===== src/rtl/pwt_ctrl_pkg.sv =====
// package: register map, field positions and types for the pulse width timer control block
package pwt_ctrl_pkg;
   localparam logic [3:0]  CTRL_STATUS_OFFSET = 4'h0;
   localparam logic [3:0]  WIDTHS_OFFSET      = 4'h4;
   localparam int          HIGH_WIDTH_LSB     = 16;
   localparam int          CLK_SRC_BIT        = 15;
   localparam int          INPUT_SEL_LSB      = 13;
   localparam int          EDGE_LSB           = 11;
   localparam int          PRESCALE_LSB       = 8;
   localparam int          MODULE_ON_BIT      = 7;
   localparam int          IRQ_MASTER_BIT     = 6;
   localparam int          IRQ_VALID_BIT      = 5;
   localparam int          IRQ_WRAP_BIT       = 4;
   localparam int          SOFT_RESTART_BIT   = 3;
   localparam int          RESERVED_BIT       = 2;
   localparam int          VALID_FLAG_BIT     = 1;
   localparam int          WRAP_FLAG_BIT      = 0;
   localparam logic [31:0] CTRL_RESET         = 32'h0000_0000;
   localparam logic [31:0] CTRL_WRITABLE      = 32'h0000_FFF0;
   localparam logic [1:0]  EDGE_FALL_FALL     = 2'h0;
   localparam logic [1:0]  EDGE_RISE_BOTH     = 2'h1;
   localparam logic [1:0]  EDGE_FALL_BOTH     = 2'h2;
   localparam logic [1:0]  EDGE_RISE_RISE     = 2'h3;
   localparam logic [2:0]  PRESCALE_DIV16     = 3'h4;
   localparam logic [2:0]  PRESCALE_DIV128    = 3'h7;

   typedef struct packed {
      logic        clk_src;
      logic [1:0]  input_sel;
      logic [1:0]  edge_sel;
      logic [2:0]  prescale;
      logic        module_on;
      logic        irq_master_allow;
      logic        irq_on_width_valid;
      logic        irq_on_wrap;
   } cfg_s;

   typedef struct packed {
      logic high_update;
      logic low_update;
      logic wrap;
   } event_s;
endpackage


===== src/rtl/pwt_prescaler.sv =====
// prescaler: one-cycle counter-advance enable, divide by 2**code
`timescale 1ns/100ps
`default_nettype none
module pwt_prescaler
(
   input  wire logic       i_clk,
   input  wire logic       i_srst,
   input  wire logic       i_clear,
   input  wire logic [2:0] i_code,
   output logic            o_tick
);
   typedef struct packed {
      logic [6:0] cnt;
   } state_s;

   state_s st_r;
   state_s st_nxt;
   logic [6:0] mask;

   always_comb
   begin
      mask   = 7'((8'h01 << i_code) - 8'h01);
      st_nxt = st_r;
      o_tick = ((st_r.cnt & mask) == mask);
      if (i_clear)
      begin
         st_nxt.cnt = 7'h00;
         o_tick     = 1'b0;
      end
      else
      begin
         st_nxt.cnt = st_r.cnt + 7'h01;
      end
   end

   always_ff @(posedge i_clk)
   begin
      if (i_srst)
      begin
         st_r <= '{cnt: 7'h00};
      end
      else
      begin
         st_r <= st_nxt;
      end
   end

   ////////////////////////////////////////////////////////////////////////////
   AST_DIV128_GAP: assert property (@(posedge i_clk) disable iff (i_srst)
      (o_tick && i_code == 3'h7 && !i_clear) ##1 (!i_clear && i_code == 3'h7) [*8]
      |-> !o_tick)
      else $error("divide-by-128 tick came too early");
endmodule
`default_nettype wire


===== src/rtl/pwt_ctrl_status.sv =====
// pulse width timer control/status register with counter, capture and interrupt
//
// Implementation choices: the placing of the registers and the Wishbone interface to the registers.
`timescale 1ns/100ps
`default_nettype none
// Behaviour
// - prescaler codes 100..111 divide the counter clock by 16, 32, 64, 128
// - module_on bit 7: 0 disables the timer, 1 enables it
// - irq_master_allow bit 6 gates every interrupt
// - bit 5 enables interrupt on width_valid_flag under master enable
// - bit 4 enables interrupt on counter_wrap_flag
// - writing 1 to bit 3 soft-restarts the timer; reads zero
// - bit 2 reserved, reads zero
// - bit 1 set when captured widths are updated and readable
// - width_valid_flag clears by read-while-set then write 0; write 1 ignored
// - width_valid_flag set condition depends on edge selection
// - counter_wrap_flag sets when the 16-bit counter wraps FFFF to 0
// - writing 0 clears counter_wrap_flag; writing 1 leaves it
// - wrap in the clearing cycle keeps counter_wrap_flag set
// - edge codes 00,11,01,10 select which update sequence sets width_valid_flag
// - soft restart zeroes counter, prescaler, edge logic, widths and flags only
// - read buffers hold while width_valid_flag set; widths keep updating
module pwt_ctrl_status
(
   input  wire logic        i_clk,
   input  wire logic        i_srst,
   input  wire logic [3:0]  i_pulse_in,
   input  wire logic        i_alt_tick,
   input  wire logic        i_wb_cyc,
   input  wire logic        i_wb_stb,
   input  wire logic        i_wb_we,
   input  wire logic [3:0]  i_wb_adr,
   input  wire logic [3:0]  i_wb_sel,
   input  wire logic [31:0] i_wb_dat,
   output logic [31:0]      o_wb_dat,
   output logic             o_wb_ack,
   output logic             o_wb_err,
   output logic             o_irq
);
   typedef struct packed {
      pwt_ctrl_pkg::cfg_s cfg;
      logic               valid_flag;
      logic               wrap_flag;
      logic               valid_seen;
      logic [15:0]        count;
      logic [15:0]        high_width;
      logic [15:0]        low_width;
      logic [15:0]        high_buf;
      logic [15:0]        low_buf;
      logic               armed;
      logic               half_done;
      logic [3:0]         pin_sync0;
      logic [3:0]         pin_meta;
      logic               pin_prev;
      logic               ack;
      logic [31:0]        rdata;
      logic               irq;
   } state_s;

   state_s st_r;
   state_s st_nxt;
   pwt_ctrl_pkg::event_s ev;
   logic        pre_tick;
   logic        pre_clear;
   logic        adv;
   logic        pin_now;
   logic        rise;
   logic        fall;
   logic        run;
   logic        soft_restart;
   logic        wr_ctrl;
   logic        rd_ctrl;
   logic        rd_wid;
   logic        hit;
   logic        trig;
   logic        cap;
   logic [31:0] ctrl_view;
   logic [31:0] wmask;
   logic [31:0] wval;
   logic [31:0] cfg_word;

   pwt_prescaler u_prescaler
   (
      .i_clk   (i_clk),
      .i_srst  (i_srst),
      .i_clear (pre_clear),
      .i_code  (st_r.cfg.prescale),
      .o_tick  (pre_tick)
   );

   ////////////////////////////////////////////////////////////////////////////
   always_comb
   begin
      st_nxt  = st_r;
      hit     = i_wb_cyc && i_wb_stb && !st_r.ack;
      wr_ctrl = hit && i_wb_we && i_wb_adr == pwt_ctrl_pkg::CTRL_STATUS_OFFSET;
      rd_ctrl = hit && !i_wb_we && i_wb_adr == pwt_ctrl_pkg::CTRL_STATUS_OFFSET;
      rd_wid  = hit && !i_wb_we && i_wb_adr == pwt_ctrl_pkg::WIDTHS_OFFSET;
      wmask   = {{8{i_wb_sel[3]}}, {8{i_wb_sel[2]}}, {8{i_wb_sel[1]}}, {8{i_wb_sel[0]}}};
      wval    = i_wb_dat;
      soft_restart = wr_ctrl && i_wb_sel[0]
                     && wval[pwt_ctrl_pkg::SOFT_RESTART_BIT];
      run     = st_r.cfg.module_on;
      // selected pin: sync stage 2 only; first stage feeds nothing else
      pin_now = st_r.pin_sync0[st_r.cfg.input_sel];
      rise    = run && pin_now && !st_r.pin_prev;
      fall    = run && !pin_now && st_r.pin_prev;
      trig    = 1'b0;
      cap     = 1'b0;
      ev      = '0;
      unique case (st_r.cfg.edge_sel)
         pwt_ctrl_pkg::EDGE_FALL_FALL:
         begin
            trig           = fall;
            ev.high_update = fall;
         end
         pwt_ctrl_pkg::EDGE_RISE_RISE:
         begin
            trig          = rise;
            ev.low_update = rise;
         end
         pwt_ctrl_pkg::EDGE_RISE_BOTH:
         begin
            trig           = rise;
            ev.high_update = fall;
            ev.low_update  = rise;
         end
         pwt_ctrl_pkg::EDGE_FALL_BOTH:
         begin
            trig           = fall;
            ev.high_update = fall;
            ev.low_update  = rise;
         end
      endcase
      if (!st_r.armed)
      begin
         ev = '0;
      end
      cap       = ev.high_update || ev.low_update;
      pre_clear = !run || soft_restart || cap || (trig && !st_r.armed);
      // counter free-runs from enable; the trigger edge only restarts it
      adv       = run && pre_tick
                  && (st_r.cfg.clk_src ? i_alt_tick : 1'b1);
      ev.wrap   = adv && !cap && st_r.count == 16'hFFFF;

      // pin synchroniser
      st_nxt.pin_meta  = i_pulse_in;
      st_nxt.pin_sync0 = st_r.pin_meta;
      st_nxt.pin_prev  = pin_now;

      // counter and capture
      if (trig && !st_r.armed)
      begin
         st_nxt.armed = 1'b1;
         st_nxt.count = 16'h0000;
      end
      else if (cap)
      begin
         st_nxt.count = 16'h0000;
      end
      else if (adv)
      begin
         st_nxt.count = st_r.count + 16'h0001;
      end
      if (ev.high_update)
      begin
         st_nxt.high_width = st_r.count;
      end
      if (ev.low_update)
      begin
         st_nxt.low_width = st_r.count;
      end

      // ready sequencing: single-edge modes set at once, dual modes need two halves
      if (cap)
      begin
         unique case (st_r.cfg.edge_sel)
            pwt_ctrl_pkg::EDGE_FALL_FALL,
            pwt_ctrl_pkg::EDGE_RISE_RISE:
               st_nxt.valid_flag = 1'b1;
            pwt_ctrl_pkg::EDGE_RISE_BOTH:
            begin
               if (ev.high_update) st_nxt.half_done = 1'b1;
               if (ev.low_update && st_r.half_done)
               begin
                  st_nxt.valid_flag = 1'b1;
                  st_nxt.half_done  = 1'b0;
               end
            end
            pwt_ctrl_pkg::EDGE_FALL_BOTH:
            begin
               if (ev.low_update) st_nxt.half_done = 1'b1;
               if (ev.high_update && st_r.half_done)
               begin
                  st_nxt.valid_flag = 1'b1;
                  st_nxt.half_done  = 1'b0;
               end
            end
         endcase
      end

      // read buffers follow widths only while the flag is clear
      if (!st_r.valid_flag)
      begin
         st_nxt.high_buf = st_nxt.high_width;
         st_nxt.low_buf  = st_nxt.low_width;
      end

      // register view
      ctrl_view = {st_r.high_buf, st_r.cfg.clk_src, st_r.cfg.input_sel,
                   st_r.cfg.edge_sel, st_r.cfg.prescale, st_r.cfg.module_on,
                   st_r.cfg.irq_master_allow, st_r.cfg.irq_on_width_valid,
                   st_r.cfg.irq_on_wrap, 1'b0, 1'b0,
                   st_r.valid_flag, st_r.wrap_flag};
      if (rd_ctrl && st_r.valid_flag)
      begin
         st_nxt.valid_seen = 1'b1;
      end
      cfg_word = (ctrl_view & ~(wmask & pwt_ctrl_pkg::CTRL_WRITABLE))
                 | (wval & wmask & pwt_ctrl_pkg::CTRL_WRITABLE);
      if (wr_ctrl)
      begin
         st_nxt.cfg = pwt_ctrl_pkg::cfg_s'(cfg_word[pwt_ctrl_pkg::CLK_SRC_BIT:
                                                    pwt_ctrl_pkg::IRQ_WRAP_BIT]);
         if (i_wb_sel[0] && !wval[pwt_ctrl_pkg::VALID_FLAG_BIT]
             && st_r.valid_seen && !cap)
         begin
            st_nxt.valid_flag = 1'b0;
            st_nxt.valid_seen = 1'b0;
         end
         if (i_wb_sel[0] && !wval[pwt_ctrl_pkg::WRAP_FLAG_BIT])
         begin
            st_nxt.wrap_flag = 1'b0;
         end
      end
      if (ev.wrap)
      begin
         st_nxt.wrap_flag = 1'b1;
      end

      // soft restart or disabled: clear datapath, keep configuration
      if (soft_restart || !run)
      begin
         st_nxt.count      = 16'h0000;
         st_nxt.high_width = 16'h0000;
         st_nxt.low_width  = 16'h0000;
         st_nxt.high_buf   = 16'h0000;
         st_nxt.low_buf    = 16'h0000;
         st_nxt.armed      = 1'b0;
         st_nxt.half_done  = 1'b0;
         st_nxt.valid_flag = 1'b0;
         st_nxt.valid_seen = 1'b0;
         st_nxt.wrap_flag  = 1'b0;
      end

      // bus answer one cycle after request; unmapped reads return zero
      st_nxt.ack   = hit;
      st_nxt.rdata = rd_ctrl ? ctrl_view
                   : rd_wid ? {st_r.count, st_r.low_buf} : 32'h0000_0000;
      st_nxt.irq   = st_nxt.cfg.irq_master_allow
                     && ((st_nxt.valid_flag && st_nxt.cfg.irq_on_width_valid)
                     || (st_nxt.wrap_flag && st_nxt.cfg.irq_on_wrap));
   end

   always_ff @(posedge i_clk)
   begin
      if (i_srst)
      begin
         st_r <= '0;
      end
      else
      begin
         st_r <= st_nxt;
      end
   end

   assign o_wb_dat = st_r.rdata;
   assign o_wb_ack = st_r.ack;
   assign o_wb_err = 1'b0;
   assign o_irq    = st_r.irq;

   ////////////////////////////////////////////////////////////////////////////
   AST_IRQ_MASTER_GATE: assert property (@(posedge i_clk) disable iff (i_srst)
      !st_r.cfg.irq_master_allow |-> !o_irq)
      else $error("interrupt raised with master enable clear");
   AST_IRQ_VALID: assert property (@(posedge i_clk) disable iff (i_srst)
      (st_r.cfg.irq_master_allow && st_r.cfg.irq_on_width_valid && st_r.valid_flag)
      |-> o_irq)
      else $error("ready interrupt missing");
   AST_IRQ_WRAP: assert property (@(posedge i_clk) disable iff (i_srst)
      (st_r.cfg.irq_master_allow && st_r.cfg.irq_on_wrap && st_r.wrap_flag) |-> o_irq)
      else $error("wrap interrupt missing");
   AST_IRQ_CAUSE: assert property (@(posedge i_clk) disable iff (i_srst)
      o_irq |-> (st_r.valid_flag && st_r.cfg.irq_on_width_valid)
                || (st_r.wrap_flag && st_r.cfg.irq_on_wrap))
      else $error("interrupt without enabled flag");
   AST_RESERVED_ZERO: assert property (@(posedge i_clk) disable iff (i_srst)
      $rose(o_wb_ack) && $past(rd_ctrl) |-> o_wb_dat[3:2] == 2'h0)
      else $error("reserved or restart bit read nonzero");
   AST_WRAP_SETS: assert property (@(posedge i_clk) disable iff (i_srst)
      (ev.wrap && !soft_restart && run) |=> st_r.wrap_flag && st_r.count == 16'h0000)
      else $error("wrap did not set flag");
   AST_WRAP_WINS: assert property (@(posedge i_clk) disable iff (i_srst)
      (ev.wrap && wr_ctrl && run && !soft_restart) |=> st_r.wrap_flag)
      else $error("clear beat a simultaneous wrap");
   AST_VALID_NO_SET_BY_WRITE: assert property (@(posedge i_clk) disable iff (i_srst)
      (!st_r.valid_flag && !cap) |=> !st_r.valid_flag)
      else $error("ready flag set without capture");
   AST_SOFT_RESTART: assert property (@(posedge i_clk) disable iff (i_srst)
      soft_restart |=> !st_r.valid_flag && !st_r.wrap_flag && st_r.count == 16'h0000
                       && st_r.cfg == $past(st_nxt.cfg))
      else $error("soft restart wrong");
   AST_BUF_HOLD: assert property (@(posedge i_clk) disable iff (i_srst)
      (st_r.valid_flag && !soft_restart && run) |=> $stable(st_r.high_buf))
      else $error("read buffer changed while ready set");
   AST_DISABLED_IDLE: assert property (@(posedge i_clk) disable iff (i_srst)
      !run [*2] |-> st_r.count == 16'h0000 && !st_r.armed)
      else $error("counter runs while disabled");
   COV_WRAP: cover property (@(posedge i_clk) disable iff (i_srst) ev.wrap);
   COV_READY: cover property (@(posedge i_clk) disable iff (i_srst) $rose(st_r.valid_flag));
   COV_IRQ: cover property (@(posedge i_clk) disable iff (i_srst) $rose(o_irq));
endmodule
`default_nettype wire


===== config.mk =====
export PLATFORM = sky130hd
export DESIGN_NAME = pwt_ctrl_status
export DESIGN_NICKNAME = d
export VERILOG_FILES = /design/src/rtl/pwt_ctrl_pkg.sv /design/src/rtl/pwt_prescaler.sv /design/src/rtl/pwt_ctrl_status.sv
export SDC_FILE = /design/constraint.sdc
export NUM_CORES = 1
export LEC_CHECK = 0
export ABC_AREA = 1
export BUFFER_PORTS_ARGS = -buffer_cell sky130_fd_sc_hd__buf_2
export CORE_MARGIN = 2
export CORE_UTILIZATION = 57
export DETAILED_ROUTE_END_ITERATION = 10
export GPL_TIMING_DRIVEN = 0
export PLACE_DENSITY_LB_ADDON = 0.05
export REMOVE_ABC_BUFFERS = 1
export SYNTH_ARGS = -nofsm -noshare
export SYNTH_HDL_FRONTEND = slang
export SYNTH_HIERARCHICAL = 1
export SYNTH_SLANG_ARGS = --single-unit

===== constraint.sdc =====
create_clock -name i_clk -period 3.55 [get_ports i_clk]
set_input_delay 0.1775 -clock i_clk [delete_from_list [all_inputs] [get_ports i_clk]]
set_output_delay 0.1775 -clock i_clk [all_outputs]
set_load 0.05 [all_outputs]

After elaboration in Yosys (flattened, before gate mapping)
Cells that the tools add are included.
{"block": "word_totals", "output_inout_bits": 35, "register_bits": 147, "word_cells": 134, "input_bits": 50}
{"block": "classes", "addsub": 3, "eq_ne": 8, "magnitude_cmp": 1, "bitwise": 6, "n_shift": 1, "reduce_logical": 55, "muxes": 34}
{"cell": "32-bit 2-to-1 mux", "count": 3}
{"cell": "85-bit 2-to-1 mux", "count": 1}
{"cell": "16-bit 2-to-1 mux", "count": 5}
{"cell": "16-bit bitwise AND", "count": 2}
{"cell": "1-bit logical AND", "count": 28}
{"cell": "1-bit 2-to-1 mux", "count": 19}
{"cell": "16-bit by 1-bit adder with 16-bit output (second input constant)", "count": 1}
{"cell": "16-bit == test (second input constant)", "count": 1}
{"cell": "16-bit inverter", "count": 1}
{"cell": "16-bit OR", "count": 1}
{"cell": "2-bit OR reduction", "count": 5}
{"cell": "1-bit zero test", "count": 9}
{"cell": "3-bit OR reduction", "count": 3}
{"cell": "7-bit by 1-bit adder with 7-bit output (second input constant)", "count": 1}
{"cell": "7-bit bitwise AND", "count": 1}
{"cell": "7-bit == test", "count": 1}
{"cell": "1-bit by 3-bit left shift with 7-bit output (first input constant)", "count": 1}
{"cell": "7-bit by 1-bit subtractor with 7-bit output (second input constant)", "count": 1}
{"cell": "6-bit 2-to-1 mux", "count": 1}
{"cell": "3-bit inequality test (second input constant)", "count": 2}
{"cell": "1-bit logical OR", "count": 5}
{"cell": "2-bit == test (second input constant)", "count": 2}
{"cell": "4-bit by 3-bit == test with 1-bit output (second input constant)", "count": 1}
{"cell": "4-bit zero test", "count": 1}
{"cell": "11 further kinds", "count": 12}

Longest topological paths before layout
{"block": "depth", "word_depth": 20, "depth_mapped": 23, "mapped_depth_nobuf": 23}

By module
Netlist, hierarchy kept.
{"module": "pwt_ctrl_status", "cells_per_inst": 680, "area_each_um2": 5532.8, "n_inst": 1}
{"module": "pwt_prescaler", "cells_per_inst": 50, "area_each_um2": 344.1, "n_inst": 1}

Worst setup path after synthesis
No wires, ideal clock.
{"block": "synth_path", "path_kind": "reg2reg", "startpoint": "register st_r, in the netlist o_wb_ack", "endpoint": "register st_r[124] (netlist name)", "arrival_ns": 2.597, "stages_incl_launch_ff": 22, "path_slack_ns": 0.838, "n_path_buf": 0, "t_required_ns": 3.434, "path_cell_list": "dfxtp_1 -> nor2_4 -> nand4_4 -> inv_2 -> nand2_1 -> nand2_1 -> inv_1 -> nand3_1 -> a21oi_1 -> nand2_1 -> a21oi_2 -> nand2_2 -> nor2_4 -> nand2_2 -> nor2_4 -> nand2_2 -> nor2_4 -> nand2_2 -> nor2_4 -> nand3_1 -> xor2_1 -> nor2_2"}
{"block": "synth_between", "elab_chain_cells": 12, "word_cells_on_any_way": 13}
{"item": "start: declaration", "line_no": "pwt_ctrl_status.sv:60", "text": "state_s st_r;"}
{"item": "start signal: assignment", "line_no": "pwt_ctrl_status.sv:273", "text": "st_r <= st_nxt;"}
{"item": "1-bit zero test", "line_no": "pwt_ctrl_status.sv:95", "text": "hit = i_wb_cyc && i_wb_stb && !st_r.ack;"}
{"item": "1-bit logical AND", "line_no": "pwt_ctrl_status.sv:95"}
{"item": "1-bit logical AND (2 in a row)", "line_no": "pwt_ctrl_status.sv:96", "text": "wr_ctrl = hit && i_wb_we && i_wb_adr == pwt_ctrl_pkg::CTRL_STATUS_OFFSET;"}
{"item": "1-bit logical AND", "line_no": "pwt_ctrl_status.sv:101", "text": "soft_restart = wr_ctrl && i_wb_sel[0]"}
{"item": "1-bit logical AND", "line_no": "pwt_ctrl_status.sv:102", "text": "&& wval[pwt_ctrl_pkg::SOFT_RESTART_BIT];"}
{"item": "1-bit logical OR (3 in a row)", "line_no": "pwt_ctrl_status.sv:140", "text": "pre_clear = !run || soft_restart || cap || (trig && !st_r.armed);"}
{"item": "via pre_clear", "line_no": "pwt_ctrl_status.sv:64", "text": "logic pre_clear;"}
{"item": "1-bit 2-to-1 mux", "line_no": "pwt_prescaler.sv:25", "text": "if (i_clear)"}
{"item": "via pre_tick", "line_no": "pwt_ctrl_status.sv:63", "text": "logic pre_tick;"}
{"item": "1-bit logical AND", "line_no": "pwt_ctrl_status.sv:142", "text": "adv = run && pre_tick"}
{"item": "1-bit logical AND", "line_no": "pwt_ctrl_status.sv:143", "text": "&& (st_r.cfg.clk_src ? i_alt_tick : 1'b1);"}
The timed path passes the listed nets, and every way through them passes these cells.
A chain may end at the register's enable or synchronous reset.

==> results.tsv <==
stage	metric	value	unit
worst_setup_path	CP required	3.99	ns
worst_hold_path	cell depth of the worst hold path	3	
final_layout	Multi-input gate area	2330	um2
clock_tree	clk buf depth	2	
final_layout	layout cell share with drive strength beyond 1	16.5	%
clock_tree	Clock Pin Slew Worst Setup and Hold Paths	0.06	ns
logic_synthesis	Synth Area per Inst	8.05	um2
clock_tree	Post-CTS Setup Inserts	0	
logic_synthesis	Syn Std Cell Area	5880	um2
logic_synthesis	Yosys top cell area share	50.1	%
die	die area	11100	um2
worst_setup_path	crit end category	register	
placed_design	pre-CTS setup slack	0.101	ns
timing	TNS Setup	0	ns
run	max cap viols	0	
clock_tree	htree depth	4	
power	total power	3340	uW
final_layout	nets	823	
logic_synthesis	post-synth cell types	38	
detailed_routing	Routed wire per std cell	14.2	um
logic_synthesis	Synth area leaders	dfxtp_1 (50%), nor2_1 (7.7%), a21oi_1 (6.6%)	
worst_setup_path	number of cells on the worst reg-to-reg path	18	
die	IO Count	85	
global_route	first-pass GRT wire length	21200	um
final_layout	Sequential Area	2940	um2
worst_hold_path	Hold WC Path Type	input pin to register	
final_layout	final non-filler cell total	916	
logic_synthesis	Seq/Total Area, Yosys	50.1	%
final_layout	post-layout util	65.9	%
timing	Hold Fails Final Rpt	0	
power	Max VDD drop	0.331	mV
die	Initial Util	57.7	%
detailed_routing	WL final	13000	um
global_route	gr usage total	23.8	%
timing	setup ws final	0.349	ns
timing	Slew headroom	23.0	%
final_layout	fill count	901	
die	FP Rows	37	
clock_tree	CTS tree	built	
placed_design	placed cells	867	
timing	crit path time final	3.20	ns
worst_setup_path	FF-to-FF setup slack	0.35	ns
logic_synthesis	synth warn	6	
detailed_routing	Remaining DRCs	0	
power	Pwr Density	497	nW/um2
global_route	grt ovf	0	
worst_setup_path	nature of the critical path startpoint	register	
timing	RSZ-0062 raised after global routing	false	
logic_synthesis	Post-Synthesis Cells	730	
clock_tree	clk sinks	147	
timing	max-slew violation count	0	
detailed_routing	DR vias/cell	5.24	
die	die height	106	um
timing	Final setup viols	0	
timing	slew at the pin with the worst max-slew slack	1.15	ns
detailed_routing	Antenna Nets Post-Route	0	
final_layout	antenna cells	0	
logic_synthesis	cell taking the most area after synthesis	dfxtp_1	
clock_tree	CTS buffer count	17	
global_route	vias in the first global route	4651	
die	Die X	106	um
placed_design	GP Congestion	0.866	
clock_tree	CTS Root Cell	clkbuf_8	
global_route	initial antenna violation count	0	
global_route	pin count of the biggest net entering global routing	67	
worst_setup_path	Setup CP Type	register to register	
final_layout	synth-to-layout area growth	14.2	%
placed_design	# port buffers	64	
worst_setup_path	Worst Path Max Fanout	5	
detailed_routing	first-pass iteration count of the detailed router	7	
outcome	status	finished clean	
worst_hold_path	Hold Path Origin	i_wb_sel[0]	
worst_setup_path	Critical R2R Capture	o_irq	
placed_design	hpwl dp	7990	um
timing	Fmax	312	MHz
die	core area	10200	um2
clock_tree	Clock Latency Late Sink	0.52	ns
timing	setup clock skew after layout	0.00536	ns
timing	Tcrit/Tclk final	90.2	%
worst_setup_path	critical path arrival	3.64	ns
detailed_routing	DRC violation total after the first TritonRoute iteration	234	
power	P_leak	0.00250	uW
logic_synthesis	number of synthesized register bits	147	
detailed_routing	DR vias	4796	
cell usage after synthesis:
cell,count
nand3_1,51
nor3b_2,1
a32o_1,1
or2_2,1
nand2_2,7
buf_2,7
conb_1,1
inv_1,63
o211ai_2,1
nand2_4,1
o31ai_1,6
nand4_4,1
nor3_1,13
nand4_1,3
buf_1,3
inv_2,4
dfxtp_1,147
nand2_1,63
clkbuf_1,16
xor2_1,11
clkinv_1,1
a211oi_1,1
nor2_2,2
nor2_4,7
buf_6,1
ha_1,6
buf_4,36
nor3_4,1
o21ai_1,3
nor4_4,1
o21ai_0,65
nand3b_1,1
nand3_2,3
a21oi_2,1
a21oi_1,77
a31oi_1,1
xnor2_1,1
nor2_1,121
stage by stage:
step           hold slack (ns)  instance area, um2
2_1_floorplan            0.249                5490
3_3_place_gp             0.377                5980
3_5_place_dp             0.390                5980
4_1_cts                 0.0186                6660
5_1_grt                 0.0588                6710
6_report                0.0397                6710
where the power goes:
group	internal (uW)	total, uW	leakage, uW	switching, uW
Combinational	28.7	69.7	0.00106	41.0
Sequential	1660	1660	0.00119	2.65
Clock	925	1610	0.000250	683
Total	2610	3340	0.00250	727
how the worst max path moves through the flow:
stage,endpoint,slack (ns)
after floorplan,st_r[124],0.79
after global placement,o_irq,0.17
after global routing,o_irq,0.03
final,o_irq,0.35
after detailed placement,o_irq,0.10
after CTS,o_irq,0.07
worst max-delay path: stages, from the launching register on:
cell      delay (ns)
dfxtp_1         0.39
inv_1           0.10
ha_1            0.25
or2_2           0.31
o211ai_2        0.25
nand3_1         0.14
a21oi_1         0.14
nand2_1         0.07
a21oi_2         0.11
nand2_2         0.08
nor2_4          0.19
inv_2           0.09
nor2_2          0.17
nand3_1         0.16
inv_1           0.11
nand2_1         0.10
o21ai_1         0.17
nand3_1         0.08
a21oi_1         0.18
area by class of cell:
class / count / share of cell area, %
Clock buffer: 19 / 6.28
Clock inverter: 13 / 1.70
Inverter: 68 / 3.80
Multi-Input combinational cell: 454 / 34.8
Sequential cell: 147 / 43.9
Tap cell: 136 / 2.54
Timing Repair Buffer: 79 / 7.03
placed cells by master, fill, tap and decap left out, types with 2 or more instances in the layout:
master	count
nor2_4	7
clkinv_4	3
nor2_1	121
inv_1	62
nor2_2	2
clkbuf_16	16
nand4_1	3
ha_1	6
nor3_1	13
xor2_1	11
nand2_2	6
a21oi_1	77
nand2_1	63
dlygate4sd3_1	14
nand3_2	3
nand3_1	51
o21ai_1	3
clkbuf_1	2
buf_2	64
o31ai_1	6
nand2_4	2
o21ai_0	65
dfxtp_1	147
inv_2	5
clkinvlp_4	5
clkinv_2	4
per-layer routing:
layer | global-route usage, % | wire, um | vias to the layer above
met4 | 9.30 | 176 | 0
met1 | 28.0 | 5710 | 2237
li1 | - | - | 2414
met5 | 0 | 0 | -
met2 | 40.6 | 6370 | 126
met3 | 7.24 | 727 | 19
timing repair:
| action | 4_1_cts | 5_1_grt |
|---|---|---|
| resized for setup | 0 | 3 |
| setup endpoints to repair | 0 | 6 |
| hold endpoints to repair | 14 | 0 |
| hold buffers | 14 | 0 |
state kept, by name, indices dropped and copies added, names as in the netlist, named ones only:
register	cells
ctrl_view	21
u_prescaler/st_r	7
o_wb_ack	1
o_wb_dat	32
o_irq	1
st_nxt	4
st_r	72
logic make-up after synthesis:
logic type	count (synthesis)	share of synthesized area, %
compound gates	156	13.9
buf+inv	131	10.9
other cells	1	0.0638
xor+xnor	12	1.79
fa+ha+maj	6	1.28
flops	147	50.1
simple gates	277	22.0
Power figures use the tool's default switching activity.
